===== src/design/isar_pkg.sv =====
// Constants and types for the two-wire slave address receiver
package isar_pkg;
	// Mode field codes
	localparam logic [3:0] MODE_MST = 4'h8;
	localparam logic [3:0] MODE_S7 = 4'h6;
	localparam logic [3:0] MODE_S10 = 4'h7;
	localparam logic [3:0] MODE_FWM = 4'hB;
	localparam logic [3:0] MODE_S7SS = 4'hE;
	localparam logic [3:0] MODE_S10SS = 4'hF;
	// Bit counter marks within one byte frame
	localparam logic [3:0] CNT_ZERO = 4'h0;
	localparam logic [3:0] CNT_ONE = 4'h1;
	localparam logic [3:0] CNT_ACK = 4'h8;
	localparam logic [3:0] CNT_DONE = 4'h9;
	// Ten-bit header, address compare helpers and reset values
	localparam logic [4:0] TENBIT_HDR = 5'h1E;
	localparam logic [7:0] RW_BIT_MASK = 8'h01;
	localparam logic [7:0] BYTE_ZERO = 8'h00;
	localparam logic [7:0] ADDR_RST = 8'h00;
	localparam logic [7:0] TX_IDLE = 8'hFF;

	typedef struct packed {
		logic address_update_flag;
		logic receive_overflow_flag;
		logic buffer_full_flag;
		logic port_interrupt_flag;
	} isar_flags_t;

	typedef struct packed {
		logic scl_lvl;
		logic sda_lvl;
		logic scl_rise;
		logic scl_fall;
		logic sda_rise;
		logic sda_fall;
	} isar_pins_t;

	typedef enum logic [2:0] {
		ST_IDLE = 3'b000,
		ST_ADDR = 3'b001,
		ST_ADDR2 = 3'b010,
		ST_RX = 3'b011,
		ST_TX = 3'b100
	} isar_state_t;
endpackage


===== src/design/isar_sync.sv =====
// Pin synchroniser and edge finder for the serial clock and data pins
`timescale 1ns/1ps
module isar_sync
	import isar_pkg::*;
(
	input wire logic clk,
	input wire logic rstn,
	input wire logic scl_i,
	input wire logic sda_i,
	output isar_pins_t pins
);
	logic [1:0] s1_q;
	logic [1:0] s2_q;
	logic [1:0] s3_q;

	// Idle bus is high, so reset to high to avoid a false start
	always_ff @(posedge clk or negedge rstn) begin
		if (!rstn) begin
			s1_q <= 2'h3;
			s2_q <= 2'h3;
			s3_q <= 2'h3;
		end else begin
			s1_q <= {scl_i, sda_i};
			s2_q <= s1_q;
			s3_q <= s2_q;
		end
	end

	always_comb begin
		pins.scl_lvl = s2_q[1];
		pins.sda_lvl = s2_q[0];
		pins.scl_rise = s2_q[1] & ~s3_q[1];
		pins.scl_fall = ~s2_q[1] & s3_q[1];
		pins.sda_rise = s2_q[0] & ~s3_q[0];
		pins.sda_fall = ~s2_q[0] & s3_q[0];
	end
endmodule


===== src/design/isar_slave.sv =====
// Two-wire slave: address match, auto acknowledge, receive buffer, flags
`timescale 1ns/1ps
module isar_slave
	import isar_pkg::*;
(
	input wire logic clk,
	input wire logic rstn,
	input wire logic port_enable_bit,
	input wire logic [3:0] port_mode,
	input wire logic pins_are_inputs,
	input wire logic scl_i,
	input wire logic sda_i,
	output logic scl_o,
	output logic scl_oe,
	output logic sda_o,
	output logic sda_oe,
	input wire logic addr_wr,
	input wire logic [7:0] addr_wdata,
	input wire logic [7:0] addr_mask,
	input wire logic buf_rd,
	input wire logic ovf_clr,
	input wire logic pif_clr,
	input wire logic [7:0] tx_data,
	output logic [7:0] receive_buffer,
	output logic [7:0] slave_address_reg,
	output logic [7:0] input_shift_register,
	output isar_flags_t flags,
	output logic tx_active
);
	isar_pins_t pins;
	isar_state_t state_q;
	logic [3:0] cnt_q;
	logic [7:0] tx_q;
	logic hit_q;
	logic ack_q;
	logic mack_q;
	logic hi_ok_q;
	logic hit_d;
	logic ok;
	logic en_od;
	logic en_slv;
	logic start_det;
	logic stop_det;
	logic rise;
	logic fall8;
	logic fall9;
	logic ten;
	logic ua_set;
	logic tx_load;

	function automatic logic is_ten(input logic [3:0] m);
		return m == MODE_S10 || m == MODE_S10SS;
	endfunction

	function automatic logic is_ss(input logic [3:0] m);
		return m == MODE_S7SS || m == MODE_S10SS;
	endfunction

	function automatic logic is_slave(input logic [3:0] m);
		return m == MODE_S7 || is_ten(m) || is_ss(m);
	endfunction

	// Mask bit set means that address bit is a don't care
	function automatic logic am(input logic [7:0] a, input logic [7:0] b,
		input logic [7:0] m);
		return ((a ^ b) & ~m) == BYTE_ZERO;
	endfunction

	isar_sync u_sync (
		.clk(clk),
		.rstn(rstn),
		.scl_i(scl_i),
		.sda_i(sda_i),
		.pins(pins)
	);

	// Pins only switch to open-drain when software left them as inputs
	assign en_od = port_enable_bit & pins_are_inputs &
		(is_slave(port_mode) || port_mode == MODE_MST ||
		port_mode == MODE_FWM);
	assign en_slv = en_od & is_slave(port_mode);
	assign ten = is_ten(port_mode);
	assign start_det = en_slv & pins.scl_lvl & pins.sda_fall;
	assign stop_det = en_slv & pins.scl_lvl & pins.sda_rise;
	assign rise = en_slv & pins.scl_rise & state_q != ST_IDLE;
	assign fall8 = en_slv & pins.scl_fall & state_q != ST_IDLE &
		cnt_q == CNT_ACK;
	assign fall9 = en_slv & pins.scl_fall & state_q != ST_IDLE &
		cnt_q == CNT_DONE;
	assign ok = !flags.buffer_full_flag &&
		!flags.receive_overflow_flag;
	assign ua_set = fall9 & ack_q & ((state_q == ST_ADDR & ten &
		!input_shift_register[0]) | state_q == ST_ADDR2);
	assign tx_load = fall9 & ((state_q == ST_ADDR & ack_q &
		input_shift_register[0]) | (state_q == ST_TX & mack_q));

	// Address decision taken on the eighth falling clock edge
	always_comb begin
		hit_d = 1'b0;
		unique case (state_q)
			ST_ADDR: begin
				if (ten) begin
					hit_d = input_shift_register[7:3] == TENBIT_HDR &&
						am(input_shift_register, slave_address_reg,
						addr_mask | RW_BIT_MASK) &&
						(!input_shift_register[0] || hi_ok_q);
				end else begin
					hit_d = am(input_shift_register, slave_address_reg,
						addr_mask | RW_BIT_MASK);
				end
			end
			ST_ADDR2: begin
				hit_d = am(input_shift_register, slave_address_reg,
					addr_mask);
			end
			ST_RX: begin
				hit_d = 1'b1;
			end
			ST_IDLE, ST_TX: begin
				hit_d = 1'b0;
			end
		endcase
	end

	always_ff @(posedge clk or negedge rstn) begin
		if (!rstn) begin
			state_q <= ST_IDLE;
			cnt_q <= CNT_ZERO;
		end else if (!en_slv) begin
			state_q <= ST_IDLE;
			cnt_q <= CNT_ZERO;
		end else if (start_det) begin
			state_q <= ST_ADDR;
			cnt_q <= CNT_ZERO;
		end else if (stop_det) begin
			state_q <= ST_IDLE;
			cnt_q <= CNT_ZERO;
		end else if (rise && cnt_q < CNT_DONE) begin
			cnt_q <= cnt_q + CNT_ONE;
		end else if (fall9) begin
			cnt_q <= CNT_ZERO;
			unique case (state_q)
				ST_ADDR: begin
					if (!ack_q) begin
						state_q <= ST_IDLE;
					end else if (input_shift_register[0]) begin
						state_q <= ST_TX;
					end else if (ten) begin
						state_q <= ST_ADDR2;
					end else begin
						state_q <= ST_RX;
					end
				end
				ST_ADDR2: begin
					state_q <= ack_q ? ST_RX : ST_IDLE;
				end
				ST_RX: begin
					state_q <= ST_RX;
				end
				ST_TX: begin
					state_q <= mack_q ? ST_TX : ST_IDLE;
				end
				ST_IDLE: begin
					state_q <= ST_IDLE;
				end
			endcase
		end
	end

	always_ff @(posedge clk or negedge rstn) begin
		if (!rstn) begin
			input_shift_register <= BYTE_ZERO;
		end else if (rise && cnt_q < CNT_ACK) begin
			input_shift_register <= {input_shift_register[6:0],
				pins.sda_lvl};
		end
	end

	always_ff @(posedge clk or negedge rstn) begin
		if (!rstn) begin
			hit_q <= 1'b0;
			ack_q <= 1'b0;
		end else if (start_det || stop_det || fall9 || !en_slv) begin
			hit_q <= 1'b0;
			ack_q <= 1'b0;
		end else if (fall8) begin
			hit_q <= hit_d;
			ack_q <= hit_d & ok;
		end
	end

	// Remembers a matched high byte so a restarted read can be answered
	always_ff @(posedge clk or negedge rstn) begin
		if (!rstn) begin
			hi_ok_q <= 1'b0;
		end else if (stop_det || !en_slv) begin
			hi_ok_q <= 1'b0;
		end else if (fall9 && state_q == ST_ADDR && ten &&
			!input_shift_register[0]) begin
			hi_ok_q <= ack_q;
		end else if (fall9 && state_q == ST_ADDR2 && !ack_q) begin
			hi_ok_q <= 1'b0;
		end
	end

	// Hardware sets win over same-cycle software clears
	always_ff @(posedge clk or negedge rstn) begin
		if (!rstn) begin
			flags <= '0;
		end else begin
			if (pif_clr) begin
				flags.port_interrupt_flag <= 1'b0;
			end
			if (buf_rd) begin
				flags.buffer_full_flag <= 1'b0;
			end
			if (ovf_clr) begin
				flags.receive_overflow_flag <= 1'b0;
			end
			if (addr_wr) begin
				flags.address_update_flag <= 1'b0;
			end
			if ((start_det || stop_det) && is_ss(port_mode)) begin
				flags.port_interrupt_flag <= 1'b1;
			end
			if (fall9 && (hit_q || state_q == ST_TX)) begin
				flags.port_interrupt_flag <= 1'b1;
			end
			if (fall9 && ack_q && state_q != ST_TX) begin
				flags.buffer_full_flag <= 1'b1;
			end
			if (fall9 && hit_q && !ack_q) begin
				flags.receive_overflow_flag <= 1'b1;
			end
			if (ua_set) begin
				flags.address_update_flag <= 1'b1;
			end
		end
	end

	always_ff @(posedge clk or negedge rstn) begin
		if (!rstn) begin
			receive_buffer <= BYTE_ZERO;
		end else if (fall9 && ack_q && state_q != ST_TX) begin
			receive_buffer <= input_shift_register;
		end
	end

	always_ff @(posedge clk or negedge rstn) begin
		if (!rstn) begin
			slave_address_reg <= ADDR_RST;
		end else if (addr_wr) begin
			slave_address_reg <= addr_wdata;
		end
	end

	// Transmit byte; ones shifted in keep the line released
	always_ff @(posedge clk or negedge rstn) begin
		if (!rstn) begin
			tx_q <= TX_IDLE;
			mack_q <= 1'b0;
		end else if (tx_load) begin
			tx_q <= tx_data;
		end else if (state_q == ST_TX && en_slv) begin
			if (pins.scl_fall && cnt_q < CNT_ACK) begin
				tx_q <= {tx_q[6:0], 1'b1};
			end
			if (pins.scl_rise && cnt_q == CNT_ACK) begin
				mack_q <= !pins.sda_lvl;
			end
		end
	end

	assign scl_o = 1'b0;
	assign sda_o = 1'b0;
	// Clock stays low until software rewrites the address
	assign scl_oe = en_od & flags.address_update_flag;
	// Last bit stays driven through its high time: letting go at the
	// eighth rise would show the master a stop condition
	assign sda_oe = en_od & (ack_q | (state_q == ST_TX &&
		(cnt_q < CNT_ACK || (cnt_q == CNT_ACK && pins.scl_lvl)) &&
		!tx_q[7]));
	assign tx_active = state_q == ST_TX;
endmodule


===== config.mk =====
export PLATFORM = sky130hd
export DESIGN_NAME = isar_slave
export DESIGN_NICKNAME = d
export VERILOG_FILES = /design/src/design/isar_pkg.sv /design/src/design/isar_sync.sv /design/src/design/isar_slave.sv
export SDC_FILE = /design/constraint.sdc
export NUM_CORES = 1
export LEC_CHECK = 0
export ABC_AREA = 1
export BUFFER_PORTS_ARGS = -buffer_cell sky130_fd_sc_hd__buf_4
export CORE_ASPECT_RATIO = 0.7
export CORE_MARGIN = 3
export CORE_UTILIZATION = 48
export DETAILED_ROUTE_END_ITERATION = 10
export PLACE_DENSITY = 0.76
export SETUP_SLACK_MARGIN = 0.05
export SYNTH_ARGS = -nofsm -noshare
export SYNTH_HDL_FRONTEND = slang
export SYNTH_HIERARCHICAL = 1
export SYNTH_SLANG_ARGS = --single-unit

===== constraint.sdc =====
create_clock -name clk -period 1.5 [get_ports clk]
set_clock_uncertainty 0.2 [all_clocks]
set_input_delay 0.3 -clock clk [delete_from_list [all_inputs] [get_ports clk]]
set_output_delay 0.3 -clock clk [all_outputs]
set_load 0.02 [all_outputs]

======== Word level (Yosys, flattened, before mapping) ========
Cells that the tools add are included.
word-level totals
  logic and storage cells ................. 172
  flip-flop bits (word level) ............. 53
  output and inout bits ................... 33
  bits of input ports ..................... 38
operators by class
  bitwise gates (word level) .............. 40
  equal/unequal tests ..................... 17
  mux-type cells .......................... 37
  reduce and logical (&&, ||, !) cells .... 58
  add/subtract/negate cells ............... 1
  order comparisons ....................... 2
operator list
  operator                                                               number
  1-bit AND                                                              27
  4-bit equality test, second input constant                             6
  3-bit 2-to-1 mux                                                       8
  8-bit 2-to-1 mux                                                       3
  1-bit logical AND                                                      22
  4-bit 2-to-1 mux                                                       5
  1-bit 2-to-1 mux                                                       18
  8-bit AND                                                              2
  8-bit logical NOT                                                      2
  8-bit inverter                                                         2
  3-bit case mux with 5 select lines                                     1
  1-bit logical OR                                                       13
  2-bit nonzero test                                                     6
  3-bit nonzero test                                                     3
  4-bit by 3-bit equality test with 1-bit output, second input constant  2
  4-bit less-than comparator, second input constant                      2
  8-bit bitwise XOR                                                      1
  1-bit logical NOT                                                      7
  3-bit by 2-bit equality test with 1-bit output, second input constant  2
  5-bit equality test, second input constant                             1
  5-bit by 1-bit != test with 1-bit output, second input constant        1
  1-bit inverter                                                         5
  4-bit by 1-bit adder with 4-bit output, second input constant          1
  4-bit by 1-bit != test with 1-bit output, second input constant        1
  11 further kinds                                                       14

======== Depth between registers and ports, before layout ========
  depth in word-level cells ............... 16
  depth in mapped cells ................... 12
  gate-level depth less buffers ........... 12

======== Hierarchy ========
Netlist, hierarchy kept.
modules (own cells, without submodules)
  module      cells an instance  instances  area each (um^2)  seq. area each (um^2)
  isar_slave  330                1          2610.0            1186.1
  isar_sync   14                 1          187.7             157.7

======== Least setup slack after synthesis ========
No wires, ideal clock.
  kind .................................... flip-flop to output port
  start ................................... register state_q[0]
  end ..................................... output port sda_oe
  buffers on the path ..................... 0
  setup slack ............................. -0.377 ns
  required time ........................... 1.000 ns
  stages on the path, launching flop included .. 6
  arrival time ............................ 1.377 ns
  path through ............................ dfrtp_1 -> nor2_2 -> nand2_2 -> inv_1 -> nand3_1 -> a21oi_1
between the ends
  cells in the longest elaborated chain, start to end .. 5
RTL lines
  what                    RTL line           source
  start, declared         isar_slave.sv:31   isar_state_t state_q;
  start signal, assigned  isar_slave.sv:155  state_q <= ack_q ? ST_RX : ST_IDLE;
  start signal, assigned  isar_slave.sv:161  state_q <= mack_q ? ST_TX : ST_IDLE;
  3-bit equality test     -
  via tx_active           isar_slave.sv:28   output logic tx_active
  1-bit logical AND       isar_slave.sv:280  assign sda_oe = en_od & (ack_q | (state_q == ST_TX &&
  1-bit logical AND       isar_slave.sv:281  (cnt_q < CNT_ACK || (cnt_q == CNT_ACK && pins.scl_lvl)) &&
  1-bit OR                isar_slave.sv:280
  1-bit AND               isar_slave.sv:280
  end, declared           isar_slave.sv:16   output logic sda_oe,
The timed path passes the listed nets, and every way through them passes these cells.

======== Final worst setup path ========
  start ................................... register state_q[1]
  end ..................................... output port sda_oe
between the ends
  cells in the longest elaborated chain, start to end .. 5
RTL lines
  what                 RTL line
  3-bit equality test  isar_slave.sv:280
  1-bit logical AND    isar_slave.sv:280
  1-bit logical AND    isar_slave.sv:281
  1-bit OR             isar_slave.sv:280
  1-bit AND            isar_slave.sv:280
Every way passes these cells.

==> qor.csv <==
stage;metric;value;unit
global_routing;grtUsageMet1;36.4;%
final_layout;drive_gt1_share;52.7;%
cts;cts_root_buf;clkbuf_8;
place;io_buffers;68;
global_routing;grt_overflow;0;
final_layout;n_antenna_cell;0;
route;antenna_left;0;
critical_path;end_kind;output port;
timing;finalSetupViolations;44;
yosys;synthAdderAreaFrac;1.34;%
critical_path;cp.arrival;1.50;ns
timing;slew_headroom;62.3;%
place;dp_cells;536;
final_layout;regArea;1350;µm²
cts;clock-sinks;53;
final_layout;fillers;260;
timing;max_freq;501;MHz
timing;tns;-15.73;ns
timing;setup_ws;-0.496;ns
timing;holdWs;0.00170;ns
global_routing;busiest_layer;met2;
yosys;synth_top_family_by_area;simple AND/OR/NAND/NOR gates;
cts;h-tree-depth;2;
route;wirelength;12.2;mm
floorplanning;pin_count;71;
critical_path;crit_required;1.00;ns
pwr;peakVddDrop;0.490;mV
route;vias;3541;
pwr;sequentialPowerShare;50.6;%
yosys;yosysWarnings;6;
yosys;yosys.area_share.xor_xnor;0.313;%
timing;drv_slew;0;
floorplanning;initial_utilization;51.6;%
critical_path;path_class;flip-flop to output port;
pwr;p_leak;2.24;nW
pwr;power_frac_comb;13.8;%
global_routing;antenna_found_initial;0;
final_layout;final_util;87.9;%
route;wl_per_cell;21.0;µm
yosys;synth_compound_area_share;13.1;%
place;dp_hpwl;5.90;mm
cts;cts_made_buffers;5;
floorplanning;placement_rows;22;
cts;cts_tree;built;
yosys;synth.cell_area;2800;µm²
pwr;p_sw;0.751;mW
timing;worst-slew-pin-transition;0.560;ns
yosys;ys_seq_elements;53;
pwr;finalPower;2.95;mW
yosys;synth_top_area_share;34.9;%
global_routing;grt_use_met2;45.0;%
floorplanning;die_w;97.3;µm
place;placed_cell_area;3870;µm²
yosys;synth_mux_area_share;0;%
route;drc;0;
run_status;status;finished, violations left;
pwr;p_int;2.20;mW
timing;min_period_over_period;133;%
global_routing;grt_max_degree;39;
pwr;p_per_area;618;nW/µm²
yosys;ys_types;38;
run_status;violations;setup timing;
global_routing;use_met3;5.89;%
timing;rsz0062_at_grt;yes;
cts;path_clk_slew;0.09;ns
critical_path;cp-start-kind;flip-flop;
floorplanning;core_area;5420;µm²
global_routing;grt_pass1_wl;15.0;mm
final_layout;multi_input_area;1600;µm²
final_layout;fin_nets;549;
route;first_pass_iters;9;
min_path;min-delay-path-class;primary input to flip-flop;
timing;hold_viol_final;0;
yosys;avgSynthCellArea;8.13;µm²
global_routing;grt_use_total;27.5;%
route;drtIter0Drc;471;
cts;worstSkewPairLatency;0.32;ns
floorplanning;die_height;69.9;µm
final_layout;area_growth;70.3;%
job;maxCapViolations;0;
pwr;pwr-share-clk;35.6;%
final_layout;stdcell_count;581;
yosys;synth_top_area_cell;dfrtp_1;
global_routing;grt_pass1_vias;3114;
yosys;synthCells;344;
timing;period_minus_slack;2.00;ns
final_layout;fin_area;4770;µm²
yosys;synthTopCellsByArea;dfrtp_1 (35%), dfstp_2 (13%), nand2_1 (12%), inv_1 (6.6%), nand3_1 (4.8%);
place;finalWeightedCongestion;0.900;
place;pre_cts_slack;-0.309;ns
pwr;swShare;25.5;%
cts;clk_path_buf_depth;2;
critical_path;worstPathMaxFanout;2;
floorplanning;die-area;6800;µm²
route;vias_per_cell;6.09;
yosys;synth-simple-area-share;28.4;%
yosys;ys_seq_area_share;48.0;%
## Yosys cell counts
| cell type | n |
|---|---|
| nand2_2 | 5 |
| clkbuf_1 | 1 |
| nor2_8 | 1 |
| inv_1 | 49 |
| nand4_4 | 1 |
| nand3b_1 | 4 |
| o21ai_0 | 26 |
| ha_1 | 3 |
| nor2_1 | 23 |
| a31oi_1 | 3 |
| dfrtp_1 | 39 |
| buf_2 | 1 |
| inv_2 | 3 |
| dfstp_2 | 14 |
| xor2_1 | 1 |
| nand2_1 | 92 |
| nor3_2 | 1 |
| nor3_1 | 1 |
| nor2_4 | 1 |
| inv_4 | 2 |
| conb_1 | 1 |
| nor4_1 | 2 |
| o21ai_2 | 9 |
| nand3_2 | 2 |
| buf_4 | 2 |
| o21ai_4 | 1 |
| o211ai_1 | 2 |
| nand2_4 | 1 |
| nand3_1 | 27 |
| buf_6 | 1 |
| o22ai_2 | 1 |
| nand4_1 | 3 |
| o211ai_2 | 1 |
| o21ai_1 | 4 |
| nand3_4 | 1 |
| nor2_2 | 3 |
| a21oi_1 | 11 |
| o31ai_1 | 1 |
## area by class of cell
| cell class | count | area share (%) |
|---|---|---|
| clock buffers | 7 | 1.81 |
| clock inverters | 1 | 0.630 |
| inverters | 54 | 4.67 |
| multi-input cells | 235 | 33.6 |
| flip-flops and latches | 53 | 28.3 |
| well taps | 72 | 1.89 |
| repair buffers | 159 | 29.1 |
## power groups by stage
| stage | registers, mW | clock network, mW | logic (mW) |
|---|---|---|---|
| finish | 1.49 | 1.05 | 0.407 |
| global route | 1.49 | 1.09 | 0.432 |
| CTS | 1.49 | 1.03 | 0.364 |
| detailed placement | 1.51 | 0 | 0.315 |
| global placement | 1.51 | 0 | 0.306 |
| floorplan | 1.54 | 0 | 0.0950 |
## placed cells by master (no fill, tap or decap), types with 4 or more instances in the layout
master and count:
nand3_1 17, buf_6 36, inv_2 12, nor2_4 9
nor2_1 12, dlygate4sd3_1 11, clkbuf_8 6, nor2_2 6
inv_1 38, buf_4 109, dfrtp_1 36, dfstp_2 14
o21ai_1 13, nand2_1 78, nand2_2 16, o21ai_0 12
o21ai_2 14, nand3_4 8, a21oi_1 7, nand3_2 7
nand3b_1 4
## kinds of logic (layout without fill, tap and decap cells)
group	after synthesis	after routing
buf+inv	59	221
fa+ha+maj	3	3
xor+xnor	1	1
flops	53	53
other cells	1	2
compound gates	59	59
simple gates	168	170
## critical path, cell delays in order, from the launching register on
cell and delay, ns:
dfrtp_1 0.44, nor2_4 0.16, buf_6 0.12, nand2_4 0.06, inv_4 0.07, nand3_4 0.08, a21oi_4 0.13, buf_6 0.13
## per-layer routing
layer	vias up	wire, µm
li1	1433	-
met1	1622	4380
met2	346	5440
met3	140	1320
met4	0	1050
met5	-	0
## worst paths after layout
kind | from | to | slack [ns] | cells past startpoint
hold / removal | addr_wdata[1] | slave_address_reg[1]$_DFFE_PN0P_ | 0.002 | 3
setup reg to reg | state_q[2]$_DFFE_PN0P_ | state_q[0]$_DFFE_PN0P_ | -0.48 | 8
min in group asynchronous | rstn | slave_address_reg[7]$_DFFE_PN0P_ | 0.18 | 2
hold reg to reg | u_sync/s1_q[0]$_DFF_PN1_ | u_sync/s2_q[0]$_DFF_PN1_ | 0.16 | 0
max in group asynchronous | rstn | u_sync/s2_q[1]$_DFF_PN1_ | 0.36 | 3
setup / recovery | state_q[1]$_DFFE_PN0P_ | sda_oe | -0.50 | 7
## what timing repair did
| item | CTS | global route |
|---|---|---|
| cloned | 2 | 0 |
| buffers inserted | 14 | 13 |
| pin swaps | 15 | 23 |
| resized for setup | 63 | 67 |
| endpoints found under the hold margin | 57 | 0 |
| hold buffers | 11 | 0 |
| setup endpoints to repair | 46 | 48 |
Power figures use the tool's default switching activity.
